--- src/olcd_defs.svh ---
// Purpose : Shared constants for the opcode length and cycle decoder
// Assumes : Included by bare name from the decoder only
// Notes   : Definitions only
`ifndef OLCD_DEFS_SVH
`define OLCD_DEFS_SVH

// ---------------------------------------------------------------
// Opcodes with special handling
// ---------------------------------------------------------------
`define OLCD_OP_RESERVED   8'hA5
`define OLCD_OP_IDX_JUMP   8'h73
`define OLCD_OP_DIVIDE     8'h84
`define OLCD_OP_MULTIPLY   8'hA4
`define OLCD_OP_LOAD_DATA_POINTER  8'h90
`define OLCD_OP_ORL_A_IMM  8'h44

// ---------------------------------------------------------------
// Field positions, widths and counts
// ---------------------------------------------------------------
`define OLCD_LO_PAGE_JUMP  4'h1
`define OLCD_PAGE_BITS     11
`define OLCD_DISP_BITS     8
`define OLCD_SFR_BIT       7
`define OLCD_CYC_TWO       3'h2

`endif

--- src/olcd_pkg.sv ---
// Purpose : Types of the opcode length and cycle decoder
// Assumes : Used by olcd_decoder and the bench
// Notes   : Constants live in olcd_defs.svh
package olcd_pkg;
  // Operation class
  typedef enum logic [3:0] {
    CLS_ALU, CLS_LOGIC, CLS_MOVE, CLS_BIT, CLS_JUMP, CLS_CALL,
    CLS_RETURN, CLS_BRANCH, CLS_MULDIV, CLS_NOP, CLS_ILLEGAL
  } olcd_class_t;
  // Operand addressing mode
  typedef enum logic [3:0] {
    M_NONE, M_REG, M_INDIRECT, M_DIRECT, M_IMM, M_BIT, M_IMM16,
    M_ADDR, M_INDEXED
  } olcd_mode_t;
  // Kind of branch target formed
  typedef enum logic [2:0] {
    T_NONE, T_PAGE, T_LONG, T_REL, T_INDEX
  } olcd_tgt_t;
  // One decoded opcode
  typedef struct packed {
    logic [1:0]  len;
    logic [2:0]  cyc;
    olcd_class_t cls;
    olcd_mode_t  mode;
    olcd_tgt_t   tgt;
  } olcd_info_t;
endpackage

--- src/olcd_decoder.sv ---
// Purpose : First-byte decoder: length, class, mode, cycles, target
// Assumes : Fetch bytes and program counter synchronous to clk
// Notes   : One registered stage; a new opcode may come every cycle
`timescale 1ns/10ps
`include "olcd_defs.svh"

// Functional notes
// (RL1) Bit AND/OR into carry: 2 bytes, 2 cycles
// (RL2) Carry to bit 2/2; bit to carry 2/1
// (RL3) Page jump and call: 2 bytes, 2 cycles
// (RL4) Far jump and call: 3 bytes, 16-bit target
// (RL5) Relative target: next address plus signed byte
// (RL6) Bit branches 3/2; set form clears bit
// (RL7) Acc zero/nonzero, carry branches: 2 bytes, 2 cycles
// (RL8) Compare branches: 3 bytes, 2 cycles
// (RL9) Decrement branch: 2 cycles, 2 or 3 bytes
// (RL10) Opcode 73: indexed jump, pointer plus accumulator
// (RL11) Low nibble 1: page jump or call
// (RL12) Opcode A5 is reserved
// (RL13) Low nibble 8-F selects working register
// (RL14) Indirect pointer is register 0 or 1
// (RL15) Direct byte: low RAM or special register
// (RL16) Bit operand: software flag or special bit
// (RL17) Pointer load takes bytes two and three
// (RL18) Software never emits E5 on accumulator itself
// (RL19) 84 divide and A4 multiply are one byte
// (RL20) Page target from opcode, byte two, next PC
// (RL21) Reserved opcode flags illegal, acts one/one
module olcd_decoder
  import olcd_pkg::*;
#(
  parameter int ADDR_W = 16            // Program address width
)(
  input  wire logic              clk,
  input  wire logic              rst,
  input  wire logic              fetch_valid,
  input  wire logic [7:0]        fetch_opcode,
  input  wire logic [7:0]        fetch_byte2,
  input  wire logic [7:0]        fetch_byte3,
  input  wire logic [ADDR_W-1:0] fetch_pc,
  input  wire logic [15:0]       data_pointer,
  input  wire logic [7:0]        accumulator_reg,
  output logic                   dec_valid,
  output logic [1:0]             dec_length,
  output logic [2:0]             dec_cycles,
  output olcd_class_t            dec_class,
  output olcd_mode_t             dec_mode,
  output logic [2:0]             dec_reg_sel,
  output logic                   dec_ptr_sel,
  output logic                   dec_ext_ram,
  output logic                   dec_sfr_operand,
  output logic                   dec_illegal,
  output logic                   dec_clears_bit,
  output logic                   dec_target_valid,
  output logic [ADDR_W-1:0]      dec_target,
  output logic [15:0]            dec_imm16
);

  // -------------------------------------------------------------
  // Elaboration check
  // -------------------------------------------------------------
  // The far forms carry exactly sixteen address bits
  if (ADDR_W != 16) begin : g_bad_width
    $error("olcd_decoder: ADDR_W must be 16");
  end

  // -------------------------------------------------------------
  // Decode helpers
  // -------------------------------------------------------------
  // Packs one table entry
  function automatic olcd_info_t mk(input int l, input int c,
                                    input olcd_class_t k,
                                    input olcd_mode_t m,
                                    input olcd_tgt_t t);
    olcd_info_t r;
    r.len  = 2'(l);
    r.cyc  = 3'(c);
    r.cls  = k;
    r.mode = m;
    r.tgt  = t;
    return r;
  endfunction

  // Full decode of one opcode
  function automatic olcd_info_t decode(input logic [7:0] op);
    olcd_info_t d;
    d = mk(1, 1, CLS_ALU, M_NONE, T_NONE);
    if (op[3:0] == `OLCD_LO_PAGE_JUMP) begin
      // Odd high nibble calls, even one jumps
      d = mk(2, 2, op[4] ? CLS_CALL : CLS_JUMP, M_ADDR, T_PAGE); // RL3 RL11
    end else if (op == `OLCD_OP_RESERVED) begin
      // Harmless one-byte, one-cycle slot
      d = mk(1, 1, CLS_ILLEGAL, M_NONE, T_NONE); // RL12 RL21
    end else if (op[3] || op[3:1] == 3'h3) begin
      // Register (8-F) and indirect (6-7) columns share rows
      d.mode = op[3] ? M_REG : M_INDIRECT; // RL13 RL14
      unique case (op[7:4])
        4'h4, 4'h5, 4'h6: d.cls = CLS_LOGIC;
        4'h7: begin
          d.len = 2'h2;
          d.cls = CLS_MOVE;
        end
        4'h8, 4'hA: begin
          d.len = 2'h2;
          d.cyc = `OLCD_CYC_TWO;
          d.cls = CLS_MOVE;
        end
        4'hB: begin
          d.len = 2'h3;
          d.cyc = `OLCD_CYC_TWO;
          d.cls = CLS_BRANCH;
          d.tgt = T_REL; // RL8
        end
        4'hD: begin
          if (op[3]) begin
            d.len = 2'h2;
            d.cyc = `OLCD_CYC_TWO;
            d.cls = CLS_BRANCH;
            d.tgt = T_REL; // RL9
          end else begin
            d.cls = CLS_MOVE;
          end
        end
        4'hC, 4'hE, 4'hF: d.cls = CLS_MOVE;
        default: d.cls = CLS_ALU;
      endcase
    end else if (!op[7] && op[6:4] != 3'h7 && op[3:0] == 4'h5) begin
      // Direct-byte arithmetic and logic; the immediate-to-direct move
      // in row 7 is three bytes and must fall through to the table
      d = mk(2, 1, op[6] ? CLS_LOGIC : CLS_ALU, M_DIRECT, T_NONE);
    end else if (!op[7] && op[6:4] != 3'h7 && op[3:0] == 4'h4) begin
      // Accumulator step or immediate operand
      if (op[6:5] == 2'h0) begin
        d = mk(1, 1, CLS_ALU, M_NONE, T_NONE);
      end else begin
        d = mk(2, 1, op[6] ? CLS_LOGIC : CLS_ALU, M_IMM, T_NONE);
        if (op == `OLCD_OP_ORL_A_IMM) begin
          d.cyc = `OLCD_CYC_TWO;
        end
      end
    end else begin
      unique case (op)
        8'h00: d = mk(1, 1, CLS_NOP, M_NONE, T_NONE);
        8'h02: d = mk(3, 2, CLS_JUMP, M_ADDR, T_LONG); // RL4
        8'h12: d = mk(3, 2, CLS_CALL, M_ADDR, T_LONG); // RL4
        8'h10, 8'h20, 8'h30:
          d = mk(3, 2, CLS_BRANCH, M_BIT, T_REL); // RL6
        8'h22, 8'h32: d = mk(1, 2, CLS_RETURN, M_NONE, T_NONE);
        8'h40, 8'h50, 8'h60, 8'h70:
          d = mk(2, 2, CLS_BRANCH, M_NONE, T_REL); // RL7
        8'h42, 8'h52, 8'h62:
          d = mk(2, 1, CLS_LOGIC, M_DIRECT, T_NONE);
        8'h43, 8'h53, 8'h63:
          d = mk(3, 2, CLS_LOGIC, M_DIRECT, T_NONE);
        8'h72, 8'h82, 8'hA0, 8'hB0:
          d = mk(2, 2, CLS_BIT, M_BIT, T_NONE); // RL1
        8'h73: d = mk(1, 2, CLS_JUMP, M_INDEXED, T_INDEX); // RL10
        8'h74: d = mk(2, 1, CLS_MOVE, M_IMM, T_NONE);
        8'h75, 8'h85:
          d = mk(3, 2, CLS_MOVE, M_DIRECT, T_NONE);
        8'h80: d = mk(2, 2, CLS_JUMP, M_NONE, T_REL); // RL5
        8'h83, 8'h93:
          d = mk(1, 2, CLS_MOVE, M_INDEXED, T_NONE);
        8'h84, 8'hA4:
          d = mk(1, 4, CLS_MULDIV, M_NONE, T_NONE); // RL19
        8'h90: d = mk(3, 2, CLS_MOVE, M_IMM16, T_NONE); // RL17
        8'h92: d = mk(2, 2, CLS_BIT, M_BIT, T_NONE); // RL2
        8'hA2: d = mk(2, 1, CLS_BIT, M_BIT, T_NONE); // RL2
        8'h94: d = mk(2, 1, CLS_ALU, M_IMM, T_NONE);
        8'h95: d = mk(2, 1, CLS_ALU, M_DIRECT, T_NONE);
        8'hA3: d = mk(1, 2, CLS_ALU, M_NONE, T_NONE);
        8'hB2, 8'hC2, 8'hD2:
          d = mk(2, 1, CLS_BIT, M_BIT, T_NONE); // RL16
        8'hB3, 8'hC3, 8'hD3:
          d = mk(1, 1, CLS_BIT, M_NONE, T_NONE);
        8'hB4: d = mk(3, 2, CLS_BRANCH, M_IMM, T_REL); // RL8
        8'hB5: d = mk(3, 2, CLS_BRANCH, M_DIRECT, T_REL); // RL8
        8'hC0, 8'hD0:
          d = mk(2, 2, CLS_MOVE, M_DIRECT, T_NONE);
        8'hC5, 8'hE5, 8'hF5:
          d = mk(2, 1, CLS_MOVE, M_DIRECT, T_NONE); // RL15
        8'hD5: d = mk(3, 2, CLS_BRANCH, M_DIRECT, T_REL); // RL9
        8'hE0, 8'hF0:
          d = mk(1, 2, CLS_MOVE, M_NONE, T_NONE);
        8'hE2, 8'hE3, 8'hF2, 8'hF3:
          d = mk(1, 2, CLS_MOVE, M_INDIRECT, T_NONE); // RL14
        default: d = mk(1, 1, CLS_ALU, M_NONE, T_NONE);
      endcase
    end
    return d;
  endfunction

  // -------------------------------------------------------------
  // Combinational decode of the presented bytes
  // -------------------------------------------------------------
  olcd_info_t          info;        // Table entry for the opcode
  logic [ADDR_W-1:0]   pc_after;    // First byte of next instruction
  logic [7:0]          disp;        // Relative offset byte
  logic [ADDR_W-1:0]   next_target; // Target before registering
  logic                ext_move;    // External data move forms

  always_comb begin
    info     = decode(fetch_opcode);
    pc_after = fetch_pc + ADDR_W'(info.len);
    // Three-byte branches carry the offset in the last byte
    disp     = (info.len == 2'h3) ? fetch_byte3 : fetch_byte2;
    ext_move = (fetch_opcode[7:5] == 3'h7) &&
               (fetch_opcode[3:0] == 4'h0 ||
                fetch_opcode[3:1] == 3'h1);
  end

  // Target formation per form
  always_comb begin
    unique case (info.tgt)
      T_PAGE: next_target = {pc_after[ADDR_W-1:`OLCD_PAGE_BITS],
                             fetch_opcode[7:5], fetch_byte2}; // RL20
      T_LONG: next_target = {fetch_byte2, fetch_byte3}; // RL4
      // Wraps inside the address space, as the counter does
      T_REL:  next_target = pc_after +
                {{(ADDR_W-`OLCD_DISP_BITS){disp[7]}}, disp}; // RL5
      T_INDEX: next_target = data_pointer +
                ADDR_W'(accumulator_reg); // RL10
      default: next_target = '0;
    endcase
  end

  // -------------------------------------------------------------
  // Registered outputs
  // -------------------------------------------------------------
  // Valid follows the fetch strobe by one edge
  always_ff @(posedge clk or posedge rst) begin
    if (rst) begin
      dec_valid <= 1'b0;
    end else begin
      dec_valid <= fetch_valid;
    end
  end

  // Length, cycles, class and mode; held while idle
  always_ff @(posedge clk or posedge rst) begin
    if (rst) begin
      dec_length  <= 2'h1;
      dec_cycles  <= 3'h1;
      dec_class   <= CLS_NOP;
      dec_mode    <= M_NONE;
      dec_illegal <= 1'b0;
    end else if (fetch_valid) begin
      dec_length  <= info.len;
      dec_cycles  <= info.cyc;
      dec_class   <= info.cls;
      dec_mode    <= info.mode;
      dec_illegal <= (info.cls == CLS_ILLEGAL); // RL21
    end
  end

  // Operand selectors
  always_ff @(posedge clk or posedge rst) begin
    if (rst) begin
      dec_reg_sel     <= 3'h0;
      dec_ptr_sel     <= 1'b0;
      dec_ext_ram     <= 1'b0;
      dec_sfr_operand <= 1'b0;
      dec_clears_bit  <= 1'b0;
    end else if (fetch_valid) begin
      dec_reg_sel     <= fetch_opcode[2:0]; // RL13
      dec_ptr_sel     <= fetch_opcode[0]; // RL14
      dec_ext_ram     <= ext_move; // RL14
      // High half of the space names special registers or bits
      dec_sfr_operand <= (info.mode == M_DIRECT ||
                          info.mode == M_BIT) &&
                         fetch_byte2[`OLCD_SFR_BIT]; // RL15 RL16
      dec_clears_bit  <= (fetch_opcode == 8'h10); // RL6
    end
  end

  // Branch target and sixteen-bit constant
  always_ff @(posedge clk or posedge rst) begin
    if (rst) begin
      dec_target_valid <= 1'b0;
      dec_target       <= '0;
      dec_imm16        <= 16'h0000;
    end else if (fetch_valid) begin
      dec_target_valid <= (info.tgt != T_NONE);
      dec_target       <= next_target;
      dec_imm16        <= {fetch_byte2, fetch_byte3}; // RL17
    end
  end
endmodule

--- config.mk ---
export PLATFORM = sky130hd
export DESIGN_NAME = olcd_decoder
export DESIGN_NICKNAME = d
export VERILOG_FILES = /design/src/olcd_pkg.sv /design/src/olcd_decoder.sv
export VERILOG_INCLUDE_DIRS = /design/src
export SDC_FILE = /design/constraint.sdc
export NUM_CORES = 1
export LEC_CHECK = 0
export ABC_AREA = 1
export CORE_UTILIZATION = 59
export CTS_CLUSTER_DIAMETER = 200
export DETAILED_ROUTE_END_ITERATION = 12
export DONT_BUFFER_PORTS = 1
export PLACE_DENSITY_LB_ADDON = 0.3
export SLEW_MARGIN = 20
export SYNTH_ARGS = -nofsm -noshare
export SYNTH_HDL_FRONTEND = slang
export SYNTH_SLANG_ARGS = --single-unit
--- constraint.sdc ---
create_clock -name clk -period 1.7 [get_ports clk]
set_input_delay 0.34 -clock clk [delete_from_list [all_inputs] [get_ports clk]]
set_output_delay 0.34 -clock clk [all_outputs]
set_load 0.03 [all_outputs]
==> results.cfg, run 1 <==
[synth]
synth_ff_type = dfrtp_1
yosysMostFrequentCell = nand2_1
yosys_warnings = 0
ys_top_cells_by_count = nand2_1, inv_1, o21ai_0, nor2_1, a21oi_1
synthTopCellsByArea = dfrtp_1, nand2_1, ha_1
synth_area_sq_um = 5390
synth_area_per_cell_sq_um = 6.59
ys_async_sr_fraction_pct = 100
syn_inst = 817
synth-edff-count = 0
synth_area_leader_cell = dfrtp_1
ys_types = 57
seq_area_frac_synth_pct = 25.2
synth_seq_cells = 54
synth_fp_nets = 918
yosysTopAreaCellShare_pct = 23.2

[clocking]
cts_buffer_depth = 2
cts-buffers-inserted = 5
htree_num_levels = 2
clock-sinks = 54
cts-root-buf = clkbuf_8

[grt]
track_usage_pct = 97.6
grt_overflow = 646
grt_max_degree = 65

[placed_design]
gp_congestion = 1.18
dp_hpwl_mm = 15.3
port_buffers = 0

[floorplanning]
initial_core_util_pct = 61.5
ios = 122
fp.dieW_microns = 97.6
rows = 34
die_h_microns = 97.6

[outcome]
status = did not finish
error = [ERROR GRT-0232] Routing congestion too high. Check the congestion heatmap in the GUI.
failing_step = global routing
-- metrics by stage --
step / area (sq um) / TNS [ps] / std cells / setup slack (ps) / hold WS [ps]
after floorplan: 5630 / -30540 / 817 / -2400 / 371
after global placement: 6930 / -38560 / 1074 / -2530 / 313
after detailed placement: 6930 / -41600 / 1074 / -2810 / 322
after CTS: 7910 / -38130 / 1133 / -2300 / 38.5
-- layer usage --
layer  GRT overflow  track usage (%)
met4            160              110
met1              8             89.2
met2            474              123
met3              3             77.3
met5              1             28.6
-- cells by family after synthesis --
logic type	Yosys count	synth area share, %
xor+xnor	29	4.72
buf+inv	124	9.59
flops	54	25.2
compound gates	181	19.1
fa+ha+maj	34	8.32
simple gates	395	33.1
-- timing repair --
item | in CTS
endpoints found under the hold margin | 24
hold buffers | 1
gates resized for setup | 126
setup endpoints to repair | 26
pin swaps | 68
buffers inserted | 51
==> run 2, diff against run 1 <==
--- a/config.mk
+++ b/config.mk
@@ -7,11 +7,10 @@
 export NUM_CORES = 1
 export LEC_CHECK = 0
 export ABC_AREA = 1
-export CORE_UTILIZATION = 59
-export CTS_CLUSTER_DIAMETER = 200
+export CORE_UTILIZATION = 40
 export DETAILED_ROUTE_END_ITERATION = 12
 export DONT_BUFFER_PORTS = 1
-export PLACE_DENSITY_LB_ADDON = 0.3
+export PLACE_DENSITY_LB_ADDON = 0.15
 export SLEW_MARGIN = 20
 export SYNTH_ARGS = -nofsm -noshare
 export SYNTH_HDL_FRONTEND = slang
==> constraint.sdc (replaced) <==
create_clock -name clk -period 2.2 [get_ports clk]
set_input_delay 0.44 -clock clk [delete_from_list [all_inputs] [get_ports clk]]
set_output_delay 0.44 -clock clk [all_outputs]
set_load 0.03 [all_outputs]
==> results.cfg, run 2 <==
[synth]
synth_area_sq_um = 5390
synthTopCellsByArea = dfrtp_1, nand2_1, ha_1
syn_inst = 817
yosys_warnings = 0
ys_top_cells_by_count = nand2_1, inv_1, o21ai_0, nor2_1, a21oi_1
synth-edff-count = 0
synth_area_per_cell_sq_um = 6.59
synth_ff_type = dfrtp_1
yosysMostFrequentCell = nand2_1
ys_async_sr_fraction_pct = 100
synth_fp_nets = 918
seq_area_frac_synth_pct = 25.2
yosysTopAreaCellShare_pct = 23.2
ys_types = 57
synth_seq_cells = 54
synth_area_leader_cell = dfrtp_1

[route]
num_vias = 6520
vias_per_cell = 5.47
routed_wirelength_mm = 22.2
antenna_left = 0
drc = 0
drtPass1Iterations = 5
drt_iter0_markers = 547
wl_per_cell_microns = 18.6

[grt]
grt_overflow = 0
grt_max_degree = 65
first_global_vias = 6284
grt_pass1_wl_mm = 34.1
grt_antenna_before_repair = 0
track_usage_pct = 31.3

[finish]
diodes = 0
fillCellCount = 1198
ff_latch_area_sq_um = 1360
final_cell_mix = nand2_1, buf_4, inv_1, dfrtp_1, nor2_1
top_regs = dec_imm16: 16 flops, dec_target: 16 flops
multiInputGateArea_sq_um = 4290
area_growth_pct = 50.0
layout_commonest_cell = nand2_1
drive_gt1_share_pct = 40.2
nNetsFinal = 1116
stdcell_area_sq_um = 8080

[placed_design]
port_buffers = 0
placed_area_sq_um = 7060
pre_cts_ws_ps = -2420
dp_hpwl_mm = 17.6
gp_congestion = 0.943

[pwr]
ir_drop_mv = 0.324
p_per_area_nw_per_um2 = 535
leakagePower_nw = 4.01

[sta]
min_period_over_period_pct = 191
drv_slew = 0
fmax_mhz = 238
hold_violations = 0
tightestPinTransition_ps = 646
maxSlewHeadroom_pct = 56.8
rsz0062_at_grt = yes
post-route-min-period_ps = 4200
setup_slack_ps = -2000
fin_worst_skew_ps = 0
setup_tns_ps = -26200
setup_viol = 17
whs_ps = 74.5

[clocking]
cts_tree = yes
clock_latency_ps = 280
cts-root-buf = clkbuf_16
hold_buffers = 0
cts-buffers-inserted = 5
htree_num_levels = 2
clk_pin_slew_ps = 80
cts_buffer_depth = 2
clock-sinks = 54

[critical_path]
cp.required_ps = 2390
critPathMaxFanout = 5
critPathLaunchType = input pin
path_common_cell = nand2_1
critPathSlowestCell = fa_2
cp-end-kind = register
arrival_ps = 4390
cp_slowest_stage_delay_ps = 390
crit_type = in -> reg

[min_path]
hold_path_class = in -> async

[floorplanning]
initial_core_util_pct = 40.8
fp.dieW_microns = 118
core_area_sq_um = 13200
rows = 42
die_h_microns = 118
die-area_sq_um = 13900
ios = 122

[run]
drv_cap = 0

[outcome]
status = finished with violations
violations = setup timing
==> run 2: cell counts after synthesis <==
No cell type changed its count.
==> run 2: per-stage QoR <==
stage / instances / power (mW) / util [%]
final: 1192 / 4.32 / 61.3
after floorplan: 817 / 2.38 / -
after global routing: 1192 / 4.57 / 61.3
after CTS: 1175 / 4.10 / 57.4
after global placement: 1152 / 3.10 / 53.5
after detailed placement: 1152 / 3.12 / 53.5
==> run 2: power by group <==
group | total (mW) | leakage (nW) | internal, mW | switching (mW)
registers | 1.39 | 0.675 | 1.10 | 0.292
clock network | 0.814 | 0.0759 | 0.435 | 0.379
logic | 2.12 | 3.26 | 1.01 | 1.11
==> run 2: cell families after synthesis <==
group | synth area share [%]
adder cells (fa/ha/maj) | 8.32
AND/OR/NAND/NOR | 33.1
XOR/XNOR | 4.72
buffers and inverters | 9.59
AO/OA/AOI/OAI | 19.1
flip-flops | 25.2
==> run 2: final timing paths <==
kind                                            start                         end  slack, ps  cells past startpoint
setup / recovery                      fetch_opcode[1]  dec_target[11]$_DFFE_PP0P_      -2000                     30
hold / removal                                    rst         dec_valid$_DFF_PP0_         70                      1
setup reg to reg           dec_reg_sel[0]$_DFFE_PP0P_  dec_reg_sel[0]$_DFFE_PP0P_       1220                      2
hold reg to reg              dec_class[0]$_DFFE_PP1P_    dec_class[0]$_DFFE_PP1P_        580                      2
max in group asynchronous                         rst    dec_class[3]$_DFFE_PP1P_       1490                      2
min in group clk                          fetch_valid         dec_valid$_DFF_PP0_        190                      0
==> run 2: area by class of cell <==
class	instances	share of cell area [%]
Timing Repair Buffer	211	20.5
Clock buffer	5	1.55
Multi-Input combinational cell	640	53.1
Inverter	103	5.02
Clock inverter	3	0.356
Sequential cell	54	16.8
Tap cell	176	2.72
==> run 2: metal layers <==
metal | GRT usage [%] | share of wire [%] | vias to the layer above
met5 | 0 | 0 | -
li1 | - | - | 3081
met1 | 44.6 | 45 | 3114
met4 | 7.77 | 2.2 | 0
met3 | 7.85 | 8.9 | 34
met2 | 47.1 | 44 | 291
==> run 2: critical path: cells and delay by family <==
kind,cells,cell delay [ps]
AOI/OAI and AO/OA,6,970
buffers and inverters,6,630
xor gates and xnor gates,2,260
and+or+nand+nor,11,880
adders and majority gates,5,1210
==> run 2: repair_timing <==
item,CTS,global route
endpoints found under the setup margin,19,24
resized for setup,53,97
pin swaps,34,48
setup buffers,15,18
cloned,1,0
Note: power is estimated with default switching activity, not from simulation.
